## src/ebcs_pkg.sv

```systemverilog
// Package of constants and types for the external bus cycle sequencer
`default_nettype none
package ebcs_pkg;
    localparam int ADDR_W = 24;
    localparam int DATA_W = 16;
    localparam int NUM_CS = 4;
    localparam int CS_W = 2;
    // Timing configuration field layout, one word per chip select
    localparam int CFG_W = 13;
    localparam int AB_POS = 0;   // 1 bit: 0 -> 1 cycle, 1 -> 2 cycles
    localparam int C_POS = 1;    // 2 bits: 0..3
    localparam int D_POS = 3;    // 1 bit: 0..1
    localparam int E_POS = 4;    // 5 bits: value+1 = 1..32
    localparam int F_POS = 9;    // 2 bits: 0..3
    localparam int WX_POS = 11;  // 2 bits: window change extension 0..3
    localparam logic [CFG_W-1:0] CFG_RESET = 13'h1_FFF;
    localparam logic [5:0] ONE_CYCLE = 6'h01;
    localparam logic [5:0] ZERO_CYCLE = 6'h00;
    // Sequencer states, one-hot
    typedef enum logic [5:0] {
        EBCS_IDLE = 6'b00_0001,
        EBCS_ADDR = 6'b00_0010,
        EBCS_CMD  = 6'b00_0100,
        EBCS_DSET = 6'b00_1000,
        EBCS_ACC  = 6'b01_0000,
        EBCS_HOLD = 6'b10_0000
    } ebcs_state_t;
endpackage
`default_nettype wire

```

## src/ebcs_ready_sync.sv

```systemverilog
// Ready input polarity and optional synchroniser stage
`default_nettype none
module ebcs_ready_sync (
    // Clock and reset
    input wire logic clk_i,
    input wire logic reset_i,
    // Configuration
    input wire logic ready_active_high_i,
    input wire logic ready_async_i,
    // Pin and result
    input wire logic ready_pin_i,
    output logic ready_o
);
    logic s1_reg, s1_next, s2_reg, s2_next;
    logic lvl;

    // Two flops for an asynchronous ready; s1 only feeds s2
    always_comb begin
        lvl = ready_pin_i ~^ ready_active_high_i;
        s1_next = lvl;
        s2_next = s1_reg;
    end

    always_ff @(posedge clk_i) begin
        if (reset_i) begin
            s1_reg <= 1'b0;
            s2_reg <= 1'b0;
        end else begin
            s1_reg <= s1_next;
            s2_reg <= s2_next;
        end
    end

    // Async path goes through both flops, hence two cycles of extra ready latency
    assign ready_o = ready_async_i ? s2_reg : lvl;
endmodule
`default_nettype wire

```

## src/ebcs_sequencer.sv

```systemverilog
// External bus cycle sequencer: five-phase access engine
`default_nettype none
module ebcs_sequencer (
    // Clock and reset
    input wire logic clk_i,
    input wire logic reset_i,
    // Chip select timing configuration
    input wire logic [ebcs_pkg::NUM_CS*ebcs_pkg::CFG_W-1:0]
        chip_select_timing_config_i,
    input wire logic multiplexed_bus_mode_i,
    input wire logic [ebcs_pkg::NUM_CS-1:0] ready_enable_i,
    input wire logic ready_active_high_i,
    input wire logic ready_async_i,
    // Request side
    input wire logic req_valid_i,
    output logic req_ready_o,
    input wire logic req_write_i,
    input wire logic [ebcs_pkg::CS_W-1:0] req_cs_i,
    input wire logic [ebcs_pkg::ADDR_W-1:0] req_addr_i,
    input wire logic [ebcs_pkg::DATA_W-1:0] req_wdata_i,
    input wire logic req_upper_i,
    output logic rdata_valid_o,
    output logic [ebcs_pkg::DATA_W-1:0] rdata_o,
    output logic busy_o,
    // External bus pins
    output logic [ebcs_pkg::ADDR_W-1:0] separate_bus_mode_addr_bus_o,
    input wire logic [ebcs_pkg::DATA_W-1:0] separate_bus_mode_data_bus_i,
    output logic [ebcs_pkg::DATA_W-1:0] separate_bus_mode_data_bus_o,
    output logic separate_bus_mode_data_bus_oe_n_o,
    input wire logic [ebcs_pkg::DATA_W-1:0] shared_addr_data_bus_i,
    output logic [ebcs_pkg::DATA_W-1:0] shared_addr_data_bus_o,
    output logic shared_addr_data_bus_oe_n_o,
    output logic addr_latch_o,
    output logic read_n_o,
    output logic write_n_o,
    output logic upper_byte_enable_n_o,
    output logic [ebcs_pkg::NUM_CS-1:0] chip_select_n_o,
    input wire logic ready_pin_i
);
    localparam int CW = ebcs_pkg::CFG_W;
    localparam int AW = ebcs_pkg::ADDR_W;
    localparam int DW = ebcs_pkg::DATA_W;
    localparam int NC = ebcs_pkg::NUM_CS;

    ebcs_pkg::ebcs_state_t state_reg, state_next;
    logic [5:0] cnt_reg, cnt_next;
    logic wr_reg, wr_next, up_reg, up_next, mux_reg, mux_next;
    logic rdy_en_reg, rdy_en_next;
    logic [ebcs_pkg::CS_W-1:0] cs_reg, cs_next;
    logic [AW-1:0] addr_reg, addr_next;
    logic [DW-1:0] wdata_reg, wdata_next, rdata_reg, rdata_next;
    logic rvalid_reg, rvalid_next, first_reg, first_next;
    logic [CW-1:0] cfg_reg, cfg_next;
    logic [CW-1:0] cfg_sel;
    logic [CW-1:0] cfg_arr [NC];
    logic ready_ok, window_chg;
    logic [NC-1:0] cs_dec;

    // Split the flat configuration into per-chip-select words
    genvar g;
    generate
        for (g = 0; g < NC; g++) begin : g_cfg
            assign cfg_arr[g] = chip_select_timing_config_i[g*CW +: CW];
            assign cs_dec[g] = (int'(cs_reg) == g);
        end
    endgenerate
    assign cfg_sel = cfg_arr[req_cs_i];

    ebcs_ready_sync u_ready (
        .clk_i(clk_i),
        .reset_i(reset_i),
        .ready_active_high_i(ready_active_high_i),
        .ready_async_i(ready_async_i),
        .ready_pin_i(ready_pin_i),
        .ready_o(ready_ok)
    );

    // Window change: new chip select or first access after reset
    assign window_chg = first_reg || (req_cs_i != cs_reg);

    // Phase lengths as six-bit counts
    function automatic logic [5:0] len_c(input logic [CW-1:0] c);
        len_c = {4'h0, c[ebcs_pkg::C_POS +: 2]};
    endfunction
    function automatic logic [5:0] len_d(input logic [CW-1:0] c);
        len_d = {5'h00, c[ebcs_pkg::D_POS]};
    endfunction
    function automatic logic [5:0] len_e(input logic [CW-1:0] c);
        len_e = {1'b0, c[ebcs_pkg::E_POS +: 5]} + ebcs_pkg::ONE_CYCLE;
    endfunction
    function automatic logic [5:0] len_f(input logic [CW-1:0] c);
        len_f = {4'h0, c[ebcs_pkg::F_POS +: 2]};
    endfunction

    // Sequencer next state; zero-length phases are skipped
    always_comb begin
        state_next = state_reg;
        cnt_next = cnt_reg;
        wr_next = wr_reg;
        up_next = up_reg;
        mux_next = mux_reg;
        rdy_en_next = rdy_en_reg;
        cs_next = cs_reg;
        addr_next = addr_reg;
        wdata_next = wdata_reg;
        rdata_next = rdata_reg;
        rvalid_next = 1'b0;
        first_next = first_reg;
        cfg_next = cfg_reg;
        case (state_reg)
            ebcs_pkg::EBCS_IDLE: begin
                if (req_valid_i) begin
                    cfg_next = cfg_sel;
                    wr_next = req_write_i;
                    up_next = req_upper_i;
                    cs_next = req_cs_i;
                    addr_next = req_addr_i;
                    wdata_next = req_wdata_i;
                    mux_next = multiplexed_bus_mode_i;
                    rdy_en_next = ready_enable_i[req_cs_i];
                    first_next = 1'b0;
                    state_next = ebcs_pkg::EBCS_ADDR;
                    // 1..2 cycles, up to 3 more on window change
                    cnt_next = {5'h00, cfg_sel[ebcs_pkg::AB_POS]}
                        + ebcs_pkg::ONE_CYCLE
                        + (window_chg ?
                           {4'h0, cfg_sel[ebcs_pkg::WX_POS +: 2]} :
                           ebcs_pkg::ZERO_CYCLE);
                end
            end
            ebcs_pkg::EBCS_ADDR: begin
                if (cnt_reg > ebcs_pkg::ONE_CYCLE) begin
                    cnt_next = cnt_reg - ebcs_pkg::ONE_CYCLE;
                end else if (len_c(cfg_reg) != ebcs_pkg::ZERO_CYCLE) begin
                    state_next = ebcs_pkg::EBCS_CMD;
                    cnt_next = len_c(cfg_reg);
                end else if (len_d(cfg_reg) != ebcs_pkg::ZERO_CYCLE) begin
                    state_next = ebcs_pkg::EBCS_DSET;
                    cnt_next = ebcs_pkg::ONE_CYCLE;
                end else begin
                    state_next = ebcs_pkg::EBCS_ACC;
                    cnt_next = len_e(cfg_reg);
                end
            end
            ebcs_pkg::EBCS_CMD: begin
                if (cnt_reg > ebcs_pkg::ONE_CYCLE) begin
                    cnt_next = cnt_reg - ebcs_pkg::ONE_CYCLE;
                end else if (len_d(cfg_reg) != ebcs_pkg::ZERO_CYCLE) begin
                    state_next = ebcs_pkg::EBCS_DSET;
                    cnt_next = ebcs_pkg::ONE_CYCLE;
                end else begin
                    state_next = ebcs_pkg::EBCS_ACC;
                    cnt_next = len_e(cfg_reg);
                end
            end
            ebcs_pkg::EBCS_DSET: begin
                state_next = ebcs_pkg::EBCS_ACC;
                cnt_next = len_e(cfg_reg);
            end
            ebcs_pkg::EBCS_ACC: begin
                // Programmed count is the minimum; ready then ends it
                if (cnt_reg > ebcs_pkg::ONE_CYCLE) begin
                    cnt_next = cnt_reg - ebcs_pkg::ONE_CYCLE;
                end else if (!rdy_en_reg || ready_ok) begin
                    // Capture on the edge that lifts the read strobe
                    if (!wr_reg) begin
                        rdata_next = mux_reg ? shared_addr_data_bus_i
                                             : separate_bus_mode_data_bus_i;
                        rvalid_next = 1'b1;
                    end
                    if (len_f(cfg_reg) != ebcs_pkg::ZERO_CYCLE) begin
                        state_next = ebcs_pkg::EBCS_HOLD;
                        cnt_next = len_f(cfg_reg);
                    end else begin
                        state_next = ebcs_pkg::EBCS_IDLE;
                    end
                end
            end
            ebcs_pkg::EBCS_HOLD: begin
                if (cnt_reg > ebcs_pkg::ONE_CYCLE) begin
                    cnt_next = cnt_reg - ebcs_pkg::ONE_CYCLE;
                end else begin
                    state_next = ebcs_pkg::EBCS_IDLE;
                end
            end
            default: state_next = ebcs_pkg::EBCS_IDLE;
        endcase
    end

    // Sequencer registers
    always_ff @(posedge clk_i) begin
        if (reset_i) begin
            state_reg <= ebcs_pkg::EBCS_IDLE;
            cnt_reg <= ebcs_pkg::ZERO_CYCLE;
            wr_reg <= 1'b0;
            up_reg <= 1'b0;
            mux_reg <= 1'b0;
            rdy_en_reg <= 1'b0;
            cs_reg <= '0;
            addr_reg <= '0;
            wdata_reg <= '0;
            rdata_reg <= '0;
            rvalid_reg <= 1'b0;
            first_reg <= 1'b1;
            cfg_reg <= ebcs_pkg::CFG_RESET;
        end else begin
            state_reg <= state_next;
            cnt_reg <= cnt_next;
            wr_reg <= wr_next;
            up_reg <= up_next;
            mux_reg <= mux_next;
            rdy_en_reg <= rdy_en_next;
            cs_reg <= cs_next;
            addr_reg <= addr_next;
            wdata_reg <= wdata_next;
            rdata_reg <= rdata_next;
            rvalid_reg <= rvalid_next;
            first_reg <= first_next;
            cfg_reg <= cfg_next;
        end
    end

    // Pin drive; the address register holds through the strobe end
    logic active, strobe, drive_w;
    assign active = (state_reg != ebcs_pkg::EBCS_IDLE);
    assign strobe = (state_reg == ebcs_pkg::EBCS_ACC);
    assign drive_w = wr_reg && (state_reg == ebcs_pkg::EBCS_DSET ||
        state_reg == ebcs_pkg::EBCS_ACC || state_reg == ebcs_pkg::EBCS_HOLD);
    assign req_ready_o = (state_reg == ebcs_pkg::EBCS_IDLE);
    assign busy_o = active;
    assign rdata_o = rdata_reg;
    assign rdata_valid_o = rvalid_reg;
    assign separate_bus_mode_addr_bus_o = addr_reg;
    assign separate_bus_mode_data_bus_o = wdata_reg;
    assign separate_bus_mode_data_bus_oe_n_o = !(drive_w && !mux_reg);
    // Mux: address during setup, write data afterwards
    assign shared_addr_data_bus_o =
        (state_reg == ebcs_pkg::EBCS_ADDR) ? addr_reg[DW-1:0] : wdata_reg;
    assign shared_addr_data_bus_oe_n_o = !(mux_reg &&
        ((state_reg == ebcs_pkg::EBCS_ADDR) || drive_w));
    assign addr_latch_o = (state_reg == ebcs_pkg::EBCS_ADDR);
    assign read_n_o = !(strobe && !wr_reg);
    assign write_n_o = !(strobe && wr_reg);
    assign upper_byte_enable_n_o = !(active && up_reg);
    assign chip_select_n_o = active ? ~cs_dec : {NC{1'b1}};

    // Checks
    int unsigned acc_cnt;
    always_ff @(posedge clk_i) begin
        if (reset_i || !strobe) acc_cnt <= 0;
        else acc_cnt <= acc_cnt + 1;
    end
endmodule
`default_nettype wire

```

## config.mk

```make
export PLATFORM = sky130hd
export DESIGN_NAME = ebcs_sequencer
export DESIGN_NICKNAME = d
export VERILOG_FILES = /design/src/ebcs_pkg.sv /design/src/ebcs_ready_sync.sv /design/src/ebcs_sequencer.sv
export SDC_FILE = /design/constraint.sdc
export NUM_CORES = 1
export LEC_CHECK = 0
export ABC_AREA = 0
export BUFFER_PORTS_ARGS = -buffer_cell sky130_fd_sc_hd__clkbuf_2
export CAP_MARGIN = 15
export CORE_ASPECT_RATIO = 0.5
export CORE_UTILIZATION = 40
export CTS_BUF_LIST = sky130_fd_sc_hd__clkbuf_4 sky130_fd_sc_hd__clkbuf_8
export DETAILED_ROUTE_END_ITERATION = 10
export MAX_ROUTING_LAYER = met4
export PLACE_DENSITY = 0.76
export SYNTH_ARGS = -nofsm -noshare
export SYNTH_HDL_FRONTEND = slang
export SYNTH_SLANG_ARGS = --single-unit
```

## constraint.sdc

```tcl
create_clock -name clk_i -period 3.94 [get_ports clk_i]
set_input_delay 0.197 -clock clk_i [delete_from_list [all_inputs] [get_ports clk_i]]
set_output_delay 0.197 -clock clk_i [all_outputs]
set_load 0.1 [all_outputs]
```

* Word-level counts from Yosys, hierarchy flattened
Index checks and enable logic that the tools add are counted.
** Word-level totals
- Register bits :: 89
- Input bits :: 139
** Cells by class
- $add $sub $neg :: 4
- Magnitude comparators :: 3
- Eq/ne operators :: 20
- Multiplexer cells :: 31
- Bitwise gates (word level) :: 7
- Reduce and logical (&&, ||, !) cells :: 28
** Operators by type and width (count)
- $mux 6 :: 16
- $pmux 6 s6 :: 2
- $mux 16 :: 2
- $bmux 13 s2 :: 1
- $mux 13 :: 2
- $ne 2x2->1 const B :: 6
- $mux 5 :: 2
- $logic_not 1->1 :: 8
- $add 5x1->6 const B :: 1
- $eq 6x1->1 const B :: 1
- $eq 6x2->1 const B :: 1
- $eq 6x3->1 const B :: 1
- $eq 6x4->1 const B :: 1
- $eq 6x5->1 const B :: 1
- $eq 6x6->1 const B :: 1
- $gt 6x1->1 const B :: 1
- $logic_and 1x1->1 :: 6
- $ne 3x1->1 const B :: 2
- $ne 6x1->1 const B :: 1
- $reduce_and 6->1 :: 1
- $reduce_bool 6->1 :: 1
- $sub 6x1->6 const B :: 1
- $logic_or 1x1->1 :: 5
- $reduce_and 5->1 :: 1
- 21 further kinds :: 28

* Depth between registers and ports, before layout
- Depth in word-level cells :: 8
- Gate-level depth with buffers :: 11
- Depth with buffers taken out :: 9

* Cells and area by module
Synthesis repeated with hierarchy kept, for this count alone.
** Second synthesis, totals
- Cell total of the unflattened synthesis :: 559
- Area, all modules :: 4518.1 sq um
** Modules (own cells, without submodules)
- ebcs_sequencer :: instances 1, cells each 552, area an instance 4446.8 sq um, seq. area each 1721.7 sq um
- ebcs_ready_sync :: instances 1, cells each 7, area an instance 71.3 sq um, seq. area each 40.0 sq um

* Worst setup path before layout
OpenSTA, ideal clock, no wires.
- Path kind :: reg-to-output
- From :: register state_reg[1]
- To :: output port chip_select_n_o[0] (netlist name)
- Arrival time :: 3.137 ns
- Path slack :: 0.606 ns
- Cell stages (with the launch flop) :: 6
- Buffers on the path :: 1
- Path through :: dfxtp_1 -> buf_6 -> nor4_4 -> nand2_1 -> inv_1 -> or3_1
** On the way
- Cells in the longest elaborated chain, start to end :: 2
** Ends and longest elaborated chain
- from (decl) :: RTL line ebcs_sequencer.sv:45 : ebcs_pkg::ebcs_state_t state_reg, state_next;
- from (signal assigned) :: RTL line ebcs_sequencer.sv:193 : state_reg <= ebcs_pkg::EBCS_IDLE;
- from (signal assigned) :: RTL line ebcs_sequencer.sv:207 : state_reg <= state_next;
- $ne 6x1->1 :: RTL line ebcs_sequencer.sv:225 : assign active = (state_reg != ebcs_pkg::EBCS_IDLE);
- via busy_o :: RTL line ebcs_sequencer.sv:24 : output logic busy_o,
- $mux 4 :: RTL line ebcs_sequencer.sv:245 : assign chip_select_n_o = active ? ~cs_dec : {NC{1'b1}};
- to (decl) :: RTL line ebcs_sequencer.sv:37 : output logic [ebcs_pkg::NUM_CS-1:0] chip_select_n_o,
The timed path passes the listed nets, and every way through them passes these cells.

* Worst setup path after layout
- From :: register state_reg[4]
- To :: output port shared_addr_data_bus_o[4] (netlist name)
** On the way
- Cells in the longest elaborated chain, start to end :: 2
** Ends and longest elaborated chain
- $eq 6x2->1 :: RTL line ebcs_sequencer.sv:238 : (state_reg == ebcs_pkg::EBCS_ADDR) ? addr_reg[DW-1:0] : wdata_reg;
- $mux 16 :: RTL line ebcs_sequencer.sv:238
- to (decl) :: RTL line ebcs_sequencer.sv:31 : output logic [ebcs_pkg::DATA_W-1:0] shared_addr_data_bus_o,
Every way passes these cells.

==> impl_metrics.py <==
metrics = {
    "global_route": {
        "grt_antenna_before_repair": 0,
        "grt.total_usage": 0.2345,
        "globalRouteOverflowTotal": 0,
        "maximum_number_of_pins_on_one_net_before_global_route_repair": 59,
        "vias_in_the_first_global_route": 4345,
        "grt_first_pass_wirelength_um": 21500,
    },
    "clock_tree": {
        "clock_path_buffers": 2,
        "post_cts_resize_count": 0,
        "numCtsBuffers": 9,
        "cts.htree.levels": 3,
        "cts_root_buf": "sky130_fd_sc_hd__clkbuf_8",
        "cts-hold-fix-buffers": 0,
        "clkSinkCount": 88,
        "clk_pin_slew_ns": 0.09,
        "clkLatencyLatePin_ns": 0.37,
        "clock_tree_from_tritoncts": "built",
        "setup_bufs_post_cts": 0,
    },
    "final_layout": {
        "fillCellCount": 1055,
        "max_reg_flops": 24,
        "count_of_antenna_diodes_in_the_layout": 0,
        "syn_to_final_growth_pct": 29.96,
        "finalNetCount": 903,
        "utilization": 0.5351,
        "most_frequent_cells_in_the_layout": "sky130_fd_sc_hd__clkbuf_2, sky130_fd_sc_hd__nand2_1, sky130_fd_sc_hd__dfxtp_1, sky130_fd_sc_hd__a21oi_1, sky130_fd_sc_hd__nor2_1",
        "most_frequent_standard_cell_in_the_layout_excluding_fill_and_tap_cells": "sky130_fd_sc_hd__clkbuf_2",
        "final_layout_size_suffix_gt1_frac": 0.3626,
    },
    "logic_synthesis": {
        "ys.warnings.count": 0,
        "synthesis.instances": 563,
        "postSynthAreaPerCell_um2": 8.078,
        "synth_nets": 707,
        "synth_enable_flop_cells": 0,
        "synth_seq_area_share": 0.3873,
        "yosys.cell_types.count": 63,
        "synth_area_um2": 4548,
        "postSynthRegisterBits": 88,
        "postSynth.asyncResetShare": 0,
        "dominantRegCellSynth": "sky130_fd_sc_hd__dfxtp_1",
    },
    "min_path": {
        "hold_path.class": "primary input to register",
    },
    "power_and_ir_drop": {
        "power.leakage_uw": 0.002770,
        "clock_power_share": 0.261,
        "power_switching_uw": 1137,
        "cellInternalPower_uw": 1598,
        "p_per_area_nw_per_um2": 462.8,
        "switching_share": 0.4156,
        "ir_drop_mv": 0.2944,
        "comb_power_share": 0.363,
        "seq_power_share": 0.376,
    },
    "timing": {
        "grt_setup_unrepaired": "no",
        "finalWorstPathRequiredPeriod_ns": 2.981,
        "period_share": 0.7565,
        "finalClockSkew_ns": 0.01202,
        "fmaxAchievable_ghz": 0.3355,
        "setup-tns-final_ns": 0,
        "hold_violations": 0,
        "setup_viol": 0,
        "drv_slew": 0,
        "tightestPinTransition_ns": 1.099,
        "max-slew-margin-rel": 0.2663,
    },
    "detailed_routing": {
        "vias_per_cell": 5.233,
        "drt-wirelength-per-cell_um": 14.88,
        "drtIter0Drc": 389,
        "antenna_violation_net_count_after_detailed_routing": 0,
        "drt-total-wl_um": 13530,
        "vias": 4757,
        "detail_route.drc_violations": 1,
        "detailedRoute.firstPassIterationCount": 8,
    },
    "critical_path": {
        "setup.worst_path.start_class": "register",
        "worstSetupPathType": "register to output port",
        "worstPathArrival_ns": 2.78,
        "end_kind": "output port",
        "critical_path.max_fanout": 25,
        "worst_ep_required_time_ns": 3.74,
    },
    "floorplan": {
        "top_level_ports": 224,
        "floorplan.die_area_um2": 11830,
        "die-width_um": 152.8,
        "num_rows": 27,
        "placeableCoreArea_um2": 11050,
        "die_y_um": 77.40,
        "start_util": 0.4117,
    },
    "status": {
        "failed_checks": "DRC",
        "run_status": "complete, but fails checks",
    },
    "run": {
        "drv_cap": 0,
    },
    "placement": {
        "gp_routability_congestion": 0.8744,
        "place.detailed.hpwl_um": 10030,
        "io_buffers": 223,
    },
}
[worst max-delay path: stages, from the launching register on]
cell and delay, ns:
sky130_fd_sc_hd__dfxtp_1 0.40, sky130_fd_sc_hd__nor4_1 0.66, sky130_fd_sc_hd__nand2_1 0.12, sky130_fd_sc_hd__buf_4 0.26
sky130_fd_sc_hd__clkinv_1 0.34, sky130_fd_sc_hd__nand2_1 0.09, sky130_fd_sc_hd__nand2_1 0.08, sky130_fd_sc_hd__clkbuf_2 0.45
[Yosys cell counts (3+ instances only)]
master                     number  area [µm²]
sky130_fd_sc_hd__nor2_1        35       131.4
sky130_fd_sc_hd__o311ai_0       3       26.28
sky130_fd_sc_hd__mux4_2        14       315.3
sky130_fd_sc_hd__and2b_2        3       26.28
sky130_fd_sc_hd__dfxtp_1       88        1762
sky130_fd_sc_hd__a21oi_1       53       265.3
sky130_fd_sc_hd__or3_1          4       25.02
sky130_fd_sc_hd__buf_6          4       45.04
sky130_fd_sc_hd__nand2b_1       4       25.02
sky130_fd_sc_hd__mux2i_1       17       170.2
sky130_fd_sc_hd__xor2_1         7       61.31
sky130_fd_sc_hd__ha_1           5       62.56
sky130_fd_sc_hd__nand2_1      180       675.7
sky130_fd_sc_hd__a32oi_1        3       26.28
sky130_fd_sc_hd__nor2b_1        4       25.02
sky130_fd_sc_hd__buf_1          9       33.78
sky130_fd_sc_hd__a211oi_1      17       127.6
sky130_fd_sc_hd__nor4_1         3       18.77
sky130_fd_sc_hd__nor4b_1        3       26.28
sky130_fd_sc_hd__inv_1         11       41.29
sky130_fd_sc_hd__o21ai_0        3       15.01
sky130_fd_sc_hd__nor3_1         5       25.02
sky130_fd_sc_hd__clkbuf_1      24       90.09
sky130_fd_sc_hd__nand3_1       18       90.09
[path summary, 6_finish.rpt]
path	cells after the start	end	start	slack, ns
max	7	shared_addr_data_bus_o[4]	state_reg[4]$_SDFFE_PP0P_	0.96
max reg2reg	6	rdata_o[14]$_SDFFE_PP0P_	state_reg[1]$_SDFFE_PP0P_	1.26
min	3	separate_bus_mode_addr_bus_o[11]$_SDFFE_PP0P_	req_addr_i[11]	0.04
min reg2reg	1	u_ready.s2_reg$_SDFF_PP0_	u_ready.s1_reg$_SDFF_PP0_	0.45
[power by group through the flow]
stage / logic [µW] / registers (µW) / clock network (µW)
CTS: 993 / 1030 / 726
global route: 1050 / 1040 / 767
detailed placement: 991 / 1050 / 0
global placement: 980 / 1050 / 0
floorplan: 547 / 1280 / 0
finish: 994 / 1030 / 713
[cell type report]
type	count	area, µm²	share of cell area
flip-flops and latches	88	1762	0.2981
inverters	12	45.04	0.007621
repair buffers	225	1131	0.1914
clock buffers	12	152.6	0.02583
well taps	145	181.4	0.03069
multi-input cells	423	2561	0.4333
clock inverters	4	77.57	0.01312
[cells by family (layout without fill, tap and decap cells)]
family | count (synthesis) | after routing | synth area share
AOI/OAI and AO/OA | 99 | 99 | 0.1428
xor gates and xnor gates | 9 | 9 | 0.01733
adders and majority gates | 5 | 5 | 0.01376
buffers and inverters | 52 | 253 | 0.05089
DFF | 88 | 88 | 0.3873
muxes | 31 | 31 | 0.1067
and+or+nand+nor | 279 | 279 | 0.2812
[through the flow]
stage	power, µW	instances	setup slack, ns	hold WS [ns]	area, µm²
after global placement	2026	893	1.435	0.4175	5680
after floorplan	1823	563	0.6064	0.3330	4548
final	2735	909	0.9594	0.03572	5911
after CTS	2746	909	0.9639	0.02161	5911
after detailed placement	2039	893	1.333	0.4248	5680
after global routing	2860	909	0.7154	0.02005	5911
[routing by layer]
| layer | GRT usage | part of all wire |
|---|---|---|
| met5 | - | 0 |
| met4 | 0.07778 | 0.020 |
| met3 | 0.05140 | 0.057 |
| met2 | 0.3826 | 0.48 |
| met1 | 0.2907 | 0.44 |
No activity file was read; power rests on OpenSTA's default activity.
